## src/verilog/adc_ctrl_pkg.sv

```systemverilog
package adc_ctrl_pkg;

  // ----------------------------------------------------------------
  // Conversion timing, in oscillator periods
  // ----------------------------------------------------------------
  localparam logic [9:0] INTEG_PERIODS_50HZ = 10'd655; // Longer, preferred default
  localparam logic [9:0] INTEG_PERIODS_60HZ = 10'd545;
  localparam int DEINT_MAX_PERIODS = 262143; // Runaway guard on deintegration
  localparam int RESULT_BITS = 18;

  // ----------------------------------------------------------------
  // Serial command byte layout
  // ----------------------------------------------------------------
  localparam int CMD_BITS = 8;
  localparam logic [7:0] CMD_RESET = 8'h00;

  // Command byte fields, D7 first on the wire
  typedef struct packed {
    logic [1:0] readSel; // D7..D6: output register for the next frame
    logic mode60; // D5: 1 selects 60 Hz integration period
    logic start; // D4: begin a conversion on commit
    logic [3:0] userOut; // D3..D0: user output levels
  } cmd_type;

  // Output register select codes
  localparam logic [1:0] SEL_RESULT_HI = 2'h0;
  localparam logic [1:0] SEL_RESULT_MID = 2'h1;
  localparam logic [1:0] SEL_RESULT_LO = 2'h2;
  localparam logic [1:0] SEL_STATUS = 2'h3;

  // ----------------------------------------------------------------
  // APB register map (byte addresses)
  // ----------------------------------------------------------------
  localparam logic [7:0] ADDR_IRQ_STATUS = 8'h00;
  localparam logic [7:0] ADDR_IRQ_MASK = 8'h04;
  localparam logic [7:0] ADDR_STATE = 8'h08;
  localparam logic [7:0] ADDR_RESULT = 8'h0C;
  localparam logic [1:0] IRQ_MASK_RESET = 2'h0;

  // Interrupt event layout, shared by status and mask
  typedef struct packed {
    logic cmdCommit; // Bit 1: a serial command was committed
    logic convDone; // Bit 0: a conversion finished
  } irq_type;

  // Conversion sequencer states
  typedef enum logic [2:0] {
    ST_IDLE = 3'b001,
    ST_INTEG = 3'b010,
    ST_DEINT = 3'b100
  } conv_state_type;

  // Synchronised pin inputs
  typedef struct packed {
    logic selectN;
    logic sclk;
    logic din;
    logic osc;
    logic compZero;
    logic compNeg;
  } pins_type;
  localparam int PIN_COUNT = 6;

endpackage

```

## src/verilog/integrating_adc_serial_control.sv

```systemverilog
// The implementer's own choices: the APB slave port and the register offsets.
`timescale 1ns/100ps
module integrating_adc_serial_control
  import adc_ctrl_pkg::*;
#(
  parameter int DEINT_MAX = DEINT_MAX_PERIODS
) (
  input wire logic core_clk,
  input wire logic sys_rst,
  // Serial port pins
  input wire logic selectN,
  input wire logic sclk,
  input wire logic din,
  output logic dout,
  output logic doutEnN,
  // Oscillator and analog front end
  input wire logic osc,
  input wire logic compZero,
  input wire logic compNeg,
  output logic integEn,
  output logic deintEn,
  // Device pins
  output logic user_out_0,
  output logic user_out_1,
  output logic user_out_2,
  output logic user_out_3,
  output logic eoc,
  output logic irq,
  // APB slave
  input wire logic psel,
  input wire logic penable,
  input wire logic pwrite,
  input wire logic [7:0] paddr,
  input wire logic [31:0] pwdata,
  output logic [31:0] prdata,
  output logic pready,
  output logic pslverr
);

  // ----------------------------------------------------------------
  // Pin synchronisation
  // ----------------------------------------------------------------
  pins_type pinAsync; // Raw pins gathered
  pins_type pinLevel; // Settled levels
  pins_type pinRise; // One-cycle rising edges
  pins_type pinFall; // One-cycle falling edges

  assign pinAsync = '{selectN: selectN, sclk: sclk, din: din, osc: osc,
                      compZero: compZero, compNeg: compNeg};

  // All pins share one synchroniser so din stays aligned with sclk
  edge_sync #(
    .WIDTH(PIN_COUNT)
  ) pinSync (
    .core_clk(core_clk),
    .sys_rst(sys_rst),
    .async(pinAsync),
    .level(pinLevel),
    .rise(pinRise),
    .fall(pinFall)
  );

  // ----------------------------------------------------------------
  // Serial framing decode
  // ----------------------------------------------------------------
  wire selected; // Host holds select low
  wire shiftInNow; // Capture one input bit
  wire shiftOutNow; // Launch the next output bit
  wire commitNow; // End of frame
  wire loadNow; // Start of frame

  // Clock activity is ignored while deselected
  assign selected = ~pinLevel.selectN;
  assign shiftInNow = selected & pinRise.sclk;
  assign shiftOutNow = selected & pinFall.sclk;
  assign commitNow = pinRise.selectN;
  assign loadNow = pinFall.selectN;

  // ----------------------------------------------------------------
  // Input shift register and command register
  // ----------------------------------------------------------------
  logic [CMD_BITS-1:0] inShift; // Bits collected this frame
  cmd_type cmd; // Last committed command
  wire [CMD_BITS-1:0] next_inShift;

  // New bits enter at the bottom, so the first (D7) ends at the top
  assign next_inShift = {inShift[CMD_BITS-2:0], pinLevel.din};

  // Sample on each selected rising serial clock
  always_ff @(posedge core_clk) begin
    if (sys_rst) begin
      inShift <= CMD_RESET;
    end else if (shiftInNow) begin
      inShift <= next_inShift;
    end
  end

  // A short frame commits whatever bits arrived; host sends whole bytes
  always_ff @(posedge core_clk) begin
    if (sys_rst) begin
      cmd <= CMD_RESET;
    end else if (commitNow) begin
      cmd <= inShift;
    end
  end

  // ----------------------------------------------------------------
  // User outputs
  // ----------------------------------------------------------------
  // Levels follow the command register only after a commit
  always_ff @(posedge core_clk) begin
    if (sys_rst) begin
      {user_out_3, user_out_2, user_out_1, user_out_0} <= 4'h0;
    end else begin
      {user_out_3, user_out_2, user_out_1, user_out_0} <= cmd.userOut;
    end
  end

  // ----------------------------------------------------------------
  // Conversion sequencer
  // ----------------------------------------------------------------
  conv_state_type state; // Sequencer state
  conv_state_type next_state;
  logic [9:0] integCount; // Oscillator periods integrated
  logic [RESULT_BITS-1:0] deintCount; // Oscillator periods deintegrated
  logic inputNeg; // Polarity caught at end of integration
  logic [23:0] result; // Twos-complement result
  logic startPending; // Start committed while busy waits here
  wire [9:0] integTarget; // Period chosen by mode bit
  wire startReq; // Start bit seen at commit
  wire beginConv; // Sequencer leaves idle
  wire integDone; // Fixed period elapsed
  wire deintDone; // Integrator back at zero, or runaway
  wire [23:0] next_result;

  // The 50 Hz setting gives the longer count and is the reset mode
  assign integTarget = cmd.mode60 ? INTEG_PERIODS_60HZ : INTEG_PERIODS_50HZ;
  assign startReq = commitNow & inShift[4];
  assign beginConv = (state == ST_IDLE) & (startReq | startPending);
  assign integDone = (state == ST_INTEG) & pinRise.osc &
                     (integCount == integTarget - 10'd1);
  assign deintDone = (state == ST_DEINT) &
                     (pinLevel.compZero |
                      (deintCount == RESULT_BITS'(DEINT_MAX)));

  // Magnitude counts up; negative inputs are stored negated
  assign next_result = inputNeg ? -{6'h00, deintCount} : {6'h00, deintCount};

  // State transitions
  always_comb begin
    next_state = state;
    unique case (state)
      ST_IDLE: if (beginConv) next_state = ST_INTEG;
      ST_INTEG: if (integDone) next_state = ST_DEINT;
      ST_DEINT: if (deintDone) next_state = ST_IDLE;
      default: next_state = ST_IDLE; // Illegal one-hot code recovers to idle
    endcase
  end

  // State register
  always_ff @(posedge core_clk) begin
    if (sys_rst) begin
      state <= ST_IDLE;
    end else begin
      state <= next_state;
    end
  end

  // A start that lands mid-conversion runs next rather than being lost
  always_ff @(posedge core_clk) begin
    if (sys_rst) begin
      startPending <= 1'b0;
    end else if (startReq & (state != ST_IDLE)) begin
      startPending <= 1'b1;
    end else if (beginConv) begin
      startPending <= 1'b0;
    end
  end

  // Integration period counter, advanced by oscillator edges
  always_ff @(posedge core_clk) begin
    if (sys_rst) begin
      integCount <= 10'h000;
    end else if (beginConv) begin
      integCount <= 10'h000;
    end else if ((state == ST_INTEG) & pinRise.osc) begin
      integCount <= integCount + 10'd1;
    end
  end

  // Deintegration counter; its final value is the magnitude
  always_ff @(posedge core_clk) begin
    if (sys_rst) begin
      deintCount <= '0;
    end else if (integDone) begin
      deintCount <= '0;
    end else if ((state == ST_DEINT) & pinRise.osc & ~deintDone) begin
      deintCount <= deintCount + RESULT_BITS'(1);
    end
  end

  // Polarity of the integrated input decides the sign
  always_ff @(posedge core_clk) begin
    if (sys_rst) begin
      inputNeg <= 1'b0;
    end else if (integDone) begin
      inputNeg <= pinLevel.compNeg;
    end
  end

  // Result holds until the next conversion ends
  always_ff @(posedge core_clk) begin
    if (sys_rst) begin
      result <= 24'h000000;
    end else if (deintDone) begin
      result <= next_result;
    end
  end

  // Analog switch controls registered from the next-state decode
  always_ff @(posedge core_clk) begin
    if (sys_rst) begin
      integEn <= 1'b0;
      deintEn <= 1'b0;
    end else begin
      integEn <= (next_state == ST_INTEG);
      deintEn <= (next_state == ST_DEINT);
    end
  end

  // ----------------------------------------------------------------
  // End of conversion
  // ----------------------------------------------------------------
  wire resultRead; // Host loads the last result byte
  wire eocClear;

  // Reading the low byte completes a result read
  assign resultRead = loadNow & (cmd.readSel == SEL_RESULT_LO);
  assign eocClear = resultRead | beginConv;

  // Completion wins over a clear landing in the same cycle
  always_ff @(posedge core_clk) begin
    if (sys_rst) begin
      eoc <= 1'b0;
    end else if (deintDone) begin
      eoc <= 1'b1;
    end else if (eocClear) begin
      eoc <= 1'b0;
    end
  end

  // ----------------------------------------------------------------
  // Output register selection and output shift register
  // ----------------------------------------------------------------
  wire [7:0] statusByte; // Readable device state
  wire [7:0] outSelected; // Register chosen by last command
  logic [CMD_BITS-1:0] outShift; // Bits still to send

  assign statusByte = {eoc, state, cmd.mode60, startPending, 2'h0};

  // The committed command, not the frame in flight, picks the source
  assign outSelected = (cmd.readSel == SEL_RESULT_HI) ? result[23:16] :
                       (cmd.readSel == SEL_RESULT_MID) ? result[15:8] :
                       (cmd.readSel == SEL_RESULT_LO) ? result[7:0] :
                       statusByte;

  // Load at frame start, move one place per falling clock
  always_ff @(posedge core_clk) begin
    if (sys_rst) begin
      outShift <= 8'h00;
    end else if (loadNow) begin
      outShift <= outSelected;
    end else if (shiftOutNow) begin
      outShift <= {outShift[CMD_BITS-2:0], 1'b0};
    end
  end

  // Data pin: D7 appears at load, later bits after each falling edge
  always_ff @(posedge core_clk) begin
    if (sys_rst) begin
      dout <= 1'b0;
      doutEnN <= 1'b1;
    end else begin
      dout <= loadNow ? outSelected[7] : (shiftOutNow ? outShift[6] : dout);
      doutEnN <= pinLevel.selectN & ~loadNow;
    end
  end

  // ----------------------------------------------------------------
  // APB slave: decode
  // ----------------------------------------------------------------
  irq_type irqStatus; // Sticky events
  irq_type irqMask; // 1 lets the event reach irq
  irq_type irqEvent; // This cycle's events
  wire apbSetup; // Setup phase seen
  wire apbDone; // Access completes this edge
  wire hitStatus, hitMask, hitState, hitResult, hitAny; // Address decode
  wire [31:0] readMux;

  assign apbSetup = psel & ~penable;
  assign apbDone = psel & penable & pready;
  assign hitStatus = (paddr == ADDR_IRQ_STATUS);
  assign hitMask = (paddr == ADDR_IRQ_MASK);
  assign hitState = (paddr == ADDR_STATE);
  assign hitResult = (paddr == ADDR_RESULT);
  assign hitAny = hitStatus | hitMask | hitState | hitResult;

  // Unmapped addresses read as zero
  assign readMux = hitStatus ? {30'h00000000, irqStatus} :
                   hitMask ? {30'h00000000, irqMask} :
                   hitState ? {16'h0000, statusByte, cmd} :
                   hitResult ? {8'h00, result} :
                   32'h00000000;

  // ----------------------------------------------------------------
  // APB slave: answer, one wait-free access phase
  // ----------------------------------------------------------------
  always_ff @(posedge core_clk) begin
    if (sys_rst) begin
      pready <= 1'b0;
      pslverr <= 1'b0;
      prdata <= 32'h00000000;
    end else begin
      pready <= apbSetup;
      pslverr <= apbSetup & ~hitAny;
      prdata <= apbSetup ? readMux : 32'h00000000;
    end
  end

  // Mask register, writable; status is read-only
  always_ff @(posedge core_clk) begin
    if (sys_rst) begin
      irqMask <= IRQ_MASK_RESET;
    end else if (apbDone & pwrite & hitMask) begin
      irqMask <= pwdata[1:0];
    end
  end

  // ----------------------------------------------------------------
  // Interrupts
  // ----------------------------------------------------------------
  assign irqEvent = '{cmdCommit: commitNow, convDone: deintDone};

  // Reading status clears it, but an event in that cycle survives
  always_ff @(posedge core_clk) begin
    if (sys_rst) begin
      irqStatus <= '0;
    end else if (apbDone & ~pwrite & hitStatus) begin
      irqStatus <= irqEvent;
    end else begin
      irqStatus <= irqStatus | irqEvent;
    end
  end

  // Level output, one cycle behind the status bits
  always_ff @(posedge core_clk) begin
    if (sys_rst) begin
      irq <= 1'b0;
    end else begin
      irq <= |(irqStatus & irqMask);
    end
  end

endmodule

```

## src/verilog/edge_sync.sv

```systemverilog
`timescale 1ns/100ps
module edge_sync #(
  parameter int WIDTH = 1
) (
  input wire logic core_clk,
  input wire logic sys_rst,
  input wire logic [WIDTH-1:0] async,
  output logic [WIDTH-1:0] level,
  output logic [WIDTH-1:0] rise,
  output logic [WIDTH-1:0] fall
);

  // ----------------------------------------------------------------
  // Two-flop synchroniser plus one history stage
  // ----------------------------------------------------------------
  logic [WIDTH-1:0] stage1; // Metastable stage, read only by stage2
  logic [WIDTH-1:0] stage2; // Settled level
  logic [WIDTH-1:0] stage3; // Previous settled level for edges

  // Reset to all ones so a high-idle select sees no false edge
  always_ff @(posedge core_clk) begin
    if (sys_rst) begin
      stage1 <= '1;
      stage2 <= '1;
      stage3 <= '1;
    end else begin
      stage1 <= async;
      stage2 <= stage1;
      stage3 <= stage2;
    end
  end

  // Edges compare settled stages only
  assign level = stage2;
  assign rise = stage2 & ~stage3;
  assign fall = ~stage2 & stage3;

endmodule

```

## config.mk

```make
export PLATFORM = sky130hd
export DESIGN_NAME = integrating_adc_serial_control
export DESIGN_NICKNAME = d
export VERILOG_FILES = /design/src/verilog/adc_ctrl_pkg.sv /design/src/verilog/integrating_adc_serial_control.sv /design/src/verilog/edge_sync.sv
export SDC_FILE = /design/constraint.sdc
export NUM_CORES = 1
export LEC_CHECK = 0
export ABC_AREA = 0
export BUFFER_PORTS_ARGS = -buffer_cell sky130_fd_sc_hd__clkbuf_2
export CAP_MARGIN = 20
export CELL_PAD_IN_SITES_DETAIL_PLACEMENT = 0
export CELL_PAD_IN_SITES_GLOBAL_PLACEMENT = 2
export CORE_ASPECT_RATIO = 0.75
export CORE_MARGIN = 4
export CORE_UTILIZATION = 36
export CTS_BUF_LIST = sky130_fd_sc_hd__clkbuf_8
export DETAILED_ROUTE_END_ITERATION = 8
export PLACE_DENSITY_LB_ADDON = 0.1
export RECOVER_POWER = 100
export SETUP_SLACK_MARGIN = 0.05
export SLEW_MARGIN = 20
export SYNTH_ARGS = -nofsm -noshare
export SYNTH_HDL_FRONTEND = slang
export SYNTH_SLANG_ARGS = --single-unit
export TNS_END_PERCENT = 1
```

## constraint.sdc

```tcl
create_clock -name core_clk -period 2.4 [get_ports core_clk]
set_input_delay 0.24 -clock core_clk [delete_from_list [all_inputs] [get_ports core_clk]]
set_output_delay 0.24 -clock core_clk [all_outputs]
set_load 0.02 [all_outputs]
```

## After elaboration in Yosys (flattened, before gate mapping)

Index checks and enable logic that the tools add are counted.

- Logic and storage cells: 126
- Register bits after elaboration: 146
- Input port bits: 51
- Output and inout bits: 44

- $add $sub $neg: 4
- Equality and inequality tests: 13
- Bitwise gates (word level): 40
- Muxes and demuxes: 22
- Reduce and logical (&&, ||, !) cells: 12

Operator list:

| cell | count |
|---|---|
| 16-bit two-way mux | 2 |
| 8-bit two-way mux | 4 |
| 24-bit two-way mux | 1 |
| 18-bit negation with 24-bit output | 1 |
| 1-bit bitwise AND | 20 |
| 18-bit by 1-bit adder with 18-bit output, second input constant | 1 |
| 18-bit equality test, second input constant | 1 |
| 8-bit by 4-bit equality test with 1-bit output, second input constant | 2 |
| 7-bit two-way mux | 2 |
| 6-bit bitwise AND | 2 |
| 6-bit inverter | 2 |
| 10-bit by 1-bit adder with 10-bit output, second input constant | 1 |
| 10-bit equality test | 1 |
| 10-bit by 1-bit subtractor with 10-bit output, second input constant | 1 |
| 3-bit two-way mux | 3 |
| 3-bit one-hot mux with 3 select lines | 1 |
| 8-bit by 3-bit equality test with 1-bit output, second input constant | 1 |
| 8-bit logical NOT | 1 |
| 1-bit inverter | 8 |
| 2-bit OR reduction | 4 |
| 3-bit by 2-bit equality test with 1-bit output, second input constant | 2 |
| 3-bit equality test, second input constant | 2 |
| 1-bit two-way mux | 6 |
| 2-bit two-way mux | 3 |
| other kinds (12) | 19 |

## Depth between registers and ports, before layout

Gate-level depths: netlist of the first run.

- Word-level depth: 8
- Mapped depth: 9
- Depth with buffers taken out: 7

## By module

A second synthesis of the first run with hierarchy kept.

- Cell total of the unflattened synthesis: 606
- Area, all modules: 5774.3 um^2

By module, submodules not included:

| module | cells an instance | seq. area each (um^2) | area each (um^2) | instances |
|---|---|---|---|---|
| integrating_adc_serial_control | 557 | 2402.3 | 5215.0 | 1 |
| edge_sync | 49 | 360.3 | 559.3 | 1 |

## Least setup slack after synthesis of the first run

Ideal clock, no wire load.

- Path type: register -> register
- From: register deintCount[7]
- To: register result[16]
- Setup slack: 477 ps
- Period minus slack after synthesis: 1923 ps
- Cell stages (with the launch flop): 7
- Data required time: 2314 ps
- Arrival: 1837 ps
- Path buffers: 1
- Setup time: 86 ps
- Cells stage by stage: dfxtp_1 -> buf_6 -> or4_4 -> or2_4 -> o41ai_4 -> xor2_1 -> a211oi_1

- Longest elaborated chain between the ends: 3
- Elaborated cells between the ends (all ways): 5
- Those cells by class: 1 x add/sub; 1 x eq/ne; 1 x mux; 2 x bitwise

Ends and longest elaborated chain:

| element | line | source |
|---|---|---|
| start, declared | integrating_adc_serial_control.sv:125 | `logic [RESULT_BITS-1:0] deintCount;` |
| start signal, assigned | integrating_adc_serial_control.sv:198 | `deintCount <= deintCount + RESULT_BITS'(1);` |
| branches (longest 3 deep; another with 18-bit negation with 24-bit output) | n/a |  |
| end signal, assigned | integrating_adc_serial_control.sv:216 | `result <= next_result;` |
| end, declared | integrating_adc_serial_control.sv:127 | `logic [23:0] result;` |

Several ways; the timed one is not identified.
A chain may end at the register's enable or synchronous reset.

## Final worst setup path of the first run

- From: register deintCount[3]
- To: register result[9]

The elaborated chain is that of the path after synthesis.

==> out/metrics.yaml, run 1 <==
ios: 95
start_util_pct: 37.2
final_max_slew_viol_count: 0
tns_ps: 0
start_kind: "flop"
worstHoldPathType: "in2reg"
drt-initial-drc-count: 259
dieArea_mm2: 0.0180
regArea_mm2: 0.00270
finalHoldViolations: 0
synth_ff_type: "dfxtp_1"
fp.coreArea_mm2: 0.0154
ys_seq_elements: 135
vias: 4301
status: "completed"
whs_ps: 33.5
fp-row-count: 39
p_sw_share_pct: 21.8
hpwl_um: 10000
clock_sinks: 135
crit_path_max_fanout: 8
syn_area_per_cell_um2: 9.69
drv_cap: 0
cp_top_family: "simple AND/OR/NAND/NOR gates"
layout-drive-gt1-share_pct: 16.3
ant_nets: 0
grtUsageTotal_pct: 15.6
p_leak_nw: 2.53
path_cells: "or4_4 > or2_0 > o31ai_1 > xor2_1 > a211oi_1"
seq_area_frac_synth_pct: 47.1
setup_viol: 0
ys_warn_count: 0
synthMostInstantiatedCell: "dfxtp_1"
synth_top_area_share_pct: 47.1
crit_path_end_kind: "flop"
p_int_mw: 3.58
fin_nets: 715
n_antenna_cell: 0
synth_enable_flop_cells: 0
drc: 0
grt.overflow.total: 0
syn-instance-count: 592
clock_path_buffers: 2
h-tree-depth: 4
drt_first_pass_iters: 4
synth_common_cells: "135 x dfxtp_1, 73 x nor2_1, 35 x nand2_1, 30 x xor2_1, 27 x a211oi_1"
critPathMaxStageDelay_ps: 560
fmax_mhz: 459
comb_power_share_pct: 2.5
fill_cells: 1603
crit_arrival_ps: 2460
fp.dieW_um: 154
period_share_pct: 90.8
syn_area_mm2: 0.00573
vias_per_cell: 4.89
post-place-ws_ps: 337
p_per_area_mw_per_mm2: 680
min_period_ps: 2180
drt-wirelength-per-cell_um: 15.5
ir_worst_vdd_uv: 353
grt_max_degree: 48
power_switching_uw: 999
rsz0062_at_grt: "false"
tritoncts: "done"
multi_input_area_mm2: 0.00276
setup_ws_ps: 221
final_util_pct: 43.6
synth.area.top_cells: "dfxtp_1 47%, nor2_1 4.8%, xor2_1 4.6%, mux2i_1 4.0%, a211oi_1 3.5%"
numCtsBuffers: 17
max_slew_margin_pct: 36.3
cts_root_buf: "clkbuf_8"
clkLatencyLatePin_ps: 440
ctsResizeCount: 0
fin_skew_ps: 11.0
max_slew.worst_pin.slew_ps: 956
first_global_vias: 4129
async_reset_ff_share_pct: 0
syn2layout_area_growth_pct: 17.3
slowest_stage: "or4_4"
cp_data_required_time_ps: 2680
routed_wl_um: 13600
p_clk_share_pct: 48.0
cp_num_buf_inv: 0
critPathKind: "reg2reg"
antenna_found_initial: 0
postCtsSetupBuffers: 0
grt_pass1_wl_um: 22400
synth_top_area_cell: "dfxtp_1"
ys_types: 54
fp.dieH_um: 117
power_frac_seq_pct: 49.5
gp_congestion: 0.749
path_clk_slew_ps: 80
io_buffers: 56
[worst paths after layout]
| check | startpoint | endpoint | slack, ps | cells past startpoint |
|---|---|---|---|---|
| worst max-delay path | deintCount[3]$_SDFFE_PP0P_ | result[9]$_SDFFE_PP0P_ | 220 | 5 |
| worst min register to register | pinSync.stage1[4]$_SDFF_PP1_ | pinSync.level[4]$_SDFF_PP1_ | 410 | 1 |
| worst min-delay path | pwdata[1] | irqMask[1]$_SDFFE_PP0P_ | 30 | 3 |
| worst max register to register | deintCount[3]$_SDFFE_PP0P_ | result[9]$_SDFFE_PP0P_ | 220 | 5 |
[per-stage QoR]
stage / cell area, um2 / total power, mW / std cells
after floorplan: 5760 / 2.40 / 599
after global placement: 6280 / 2.42 / 840
after detailed placement: 6280 / 2.43 / 840
after CTS: 6820 / 4.66 / 879
after global routing: 6730 / 4.77 / 879
final: 6730 / 4.57 / 879
[logic make-up (layout without fill, tap and decap cells)]
logic type | Yosys count | in the layout | share of synthesized area [%]
adders and majority gates | 3 | 3 | 0.655
muxes | 31 | 31 | 7.16
AOI/OAI and AO/OA | 93 | 93 | 12.4
buffers and inverters | 58 | 133 | 5.17
xor gates and xnor gates | 42 | 42 | 6.41
and+or+nand+nor | 229 | 229 | 21.0
DFF | 135 | 135 | 47.1
other | 1 | 8 | 0.0654
[flip-flops by register name, indices dropped and copies added (netlist names), 3 cells and up]
signal and count:
pinSync.level 6, deintCount 18, pinSync.stage1 6, prdata 24
integCount 10, pinSync.stage3 3, cmd 8, inShift 8
outShift 7, result 24, state 3
[what timing repair did]
item	CTS	global route
hold endpoints to repair	7	0
setup endpoints to repair	0	0
hold buffers	7	0
[power by group through the flow]
stage	Clock [mW]	Sequential (mW)	Combinational, mW
finish	2.20	2.27	0.112
global placement	0	2.32	0.107
global route	2.37	2.27	0.124
detailed placement	0	2.32	0.108
CTS	2.27	2.27	0.117
floorplan	0	2.32	0.0763
[final cells by class]
| class | count | share of cell area [%] |
|---|---|---|
| clock buffer | 18 | 3.68 |
| clock inverter | 14 | 3.29 |
| sequential | 135 | 40.2 |
| multi-input combinational | 406 | 41.1 |
| inverter | 8 | 0.447 |
| timing repair buffer | 93 | 7.50 |
| tap | 205 | 3.81 |
[layer usage]
| layer | part of all wire [%] | vias up | wire length (um) | global-route usage, % |
|---|---|---|---|---|
| met5 | 0 | - | 0 | 0 |
| met4 | 0.84 | 0 | 115 | 4.80 |
| met3 | 4.4 | 7 | 605 | 4.82 |
| met2 | 42 | 68 | 5670 | 21.8 |
| met1 | 53 | 2013 | 7230 | 22.9 |
| li1 | - | 2213 | - | - |
[cells in the final DEF (no fill, tap or decap), types with 8 or more instances in the layout]
cell,count
a211oi_1,27
a21oi_1,23
a22o_1,12
and2_1,10
and3_1,12
buf_4,18
clkbuf_1,45
clkbuf_2,22
clkbuf_8,18
conb_1,8
dfxtp_1,135
inv_1,9
mux2i_1,23
mux4_2,8
nand2_1,35
nand3_1,13
nand4_1,9
nor2_1,73
or2_2,17
xnor2_1,12
xor2_1,30
[worst min-delay path: cells and delay by family]
family / cells / cell delay [ps]
AND/OR/NAND/NOR: 1 / 70
multiplexers: 1 / 50
buffers and inverters: 1 / 70
Power figures use the tool's default switching activity.
==> inputs of run 2 (changes only) <==
- CORE_MARGIN: 4 -> unset
- REMOVE_ABC_BUFFERS: unset -> 1
==> run 2 against run 1 <==
  * The flow now finishes with violations (capacitance limit, slew limit)
  * Register-to-register slack got worse by 60 ps
  * Fmax decreased by 2.8%
  * Clock power decreased by 4%
  * Via count about the same
  * Sequential share of layout area increased by 0.082 points
  * Wire length decreased by 2.2%
  * Non-clock buffer count increased by 1
  * Final area decreased by 0.20%
  * Utilization about the same
  * Clock skew increased by 4.4 ps
==> out/metrics.yaml, run 2 (synthesized netlist as in run 1, its figures left out) <==
drt-initial-drc-count: 197
crit_arrival_ps: 2490
worstHoldPathType: "in2reg"
grt_max_degree: 82
ctsResizeCount: 0
critPathKind: "reg2reg"
layout-drive-gt1-share_pct: 16.7
max_slew_margin_pct: -6.46
drv_cap: 1
p_per_area_mw_per_mm2: 670
fill_cells: 1536
numCtsBuffers: 17
p_leak_nw: 2.52
antenna_found_initial: 0
regArea_mm2: 0.00270
cts_root_buf: "clkbuf_8"
setup_viol: 0
ir_worst_vdd_uv: 361
fp.dieW_um: 148
vias: 4305
vias_per_cell: 4.89
start_kind: "flop"
cp_data_required_time_ps: 2650
fmax_mhz: 446
h-tree-depth: 4
grt.overflow.total: 0
ios: 95
tritoncts: "done"
drt-wirelength-per-cell_um: 15.1
multi_input_area_mm2: 0.00273
tns_ps: 0
clock_sinks: 135
drt_first_pass_iters: 4
cts_hold_buf: 7
gp_congestion: 0.828
clock_path_buffers: 2
layout_common_cells: "135 x dfxtp_1, 73 x nor2_1, 40 x clkbuf_1"
postCtsSetupBuffers: 0
n_antenna_cell: 0
status: "finished with violations"
clkLatencyLatePin_ps: 440
fin_nets: 716
path_clk_slew_ps: 80
final_max_slew_viol_count: 82
first_global_vias: 4144
final_util_pct: 43.7
drc: 0
routed_wl_um: 13300
grt_pass1_wl_um: 21800
crit_path_end_kind: "flop"
finalHoldViolations: 0
crit_path_max_fanout: 8
grtUsageTotal_pct: 17.1
start_util_pct: 37.3
violations: "capacitance limit, slew limit"
hpwl_um: 9530
whs_ps: 44.7
fin_skew_ps: 15.4
io_buffers: 56
period_share_pct: 93.4
dieArea_mm2: 0.0164
reg.largest.list: "prdata: 24 flops, result: 24 flops, deintCount: 18 flops"
mostFrequentLayoutCell: "dfxtp_1"
syn2layout_area_growth_pct: 17.0
fp-row-count: 39
fp.coreArea_mm2: 0.0154
rsz0062_at_grt: "false"
max_slew.worst_pin.slew_ps: 1600
min_period_ps: 2240
fp.dieH_um: 111
ant_nets: 0
[run 2: power breakdown]
group	leakage [nW]	internal [mW]	switching, mW	total (mW)
Combinational	1.21	0.0429	0.0707	0.114
Clock	0.223	1.20	0.920	2.12
Sequential	1.09	2.26	0.00882	2.27
Total	2.52	3.50	0.999	4.50
[run 2: routing by layer]
layer	vias up	routed length, um	global-route usage, %	share of wire [%]
li1	2205	-	-	-
met1	2006	7090	25.2	53
met2	81	5320	23.7	40
met3	13	733	5.02	5.5
met4	0	164	4.74	1.2
met5	-	0	0	0
[run 2: stage by stage]
stage	instance area, um2	setup WS (ps)	std cells	power (mW)
after CTS	6830	323	880	4.57
after detailed placement	6300	330	841	2.43
final	6710	158	880	4.50
after global routing	6710	85.8	880	4.70
after floorplan	5490	208	549	2.37
after global placement	6300	359	841	2.43
[run 2: worst max-delay path: stages, from the launching register on]
cell	delay, ps
dfxtp_1	420
or4_1	640
or2_4	320
o41ai_1	410
xor2_1	190
a211oi_1	80
[run 2: final cells by class]
cell class	count	share of cell area, %
Multi-Input combinational cell	406	40.6
Tap cell	205	3.82
Inverter	8	0.447
Clock buffer	19	3.90
Sequential cell	135	40.3
Clock inverter	13	2.87
Timing Repair Buffer	94	8.09
[run 2: path summary, 6_finish.rpt]
path	slack (ps)	endpoint	startpoint	cells past startpoint
setup / recovery	160	result[16]$_SDFFE_PP0P_	deintCount[7]$_SDFFE_PP0P_	5
hold reg to reg	410	pinSync.level[5]$_SDFF_PP1_	pinSync.stage1[5]$_SDFF_PP1_	1
setup reg to reg	160	result[16]$_SDFFE_PP0P_	deintCount[7]$_SDFFE_PP0P_	5
hold / removal	40	irqMask[1]$_SDFFE_PP0P_	pwdata[1]	3
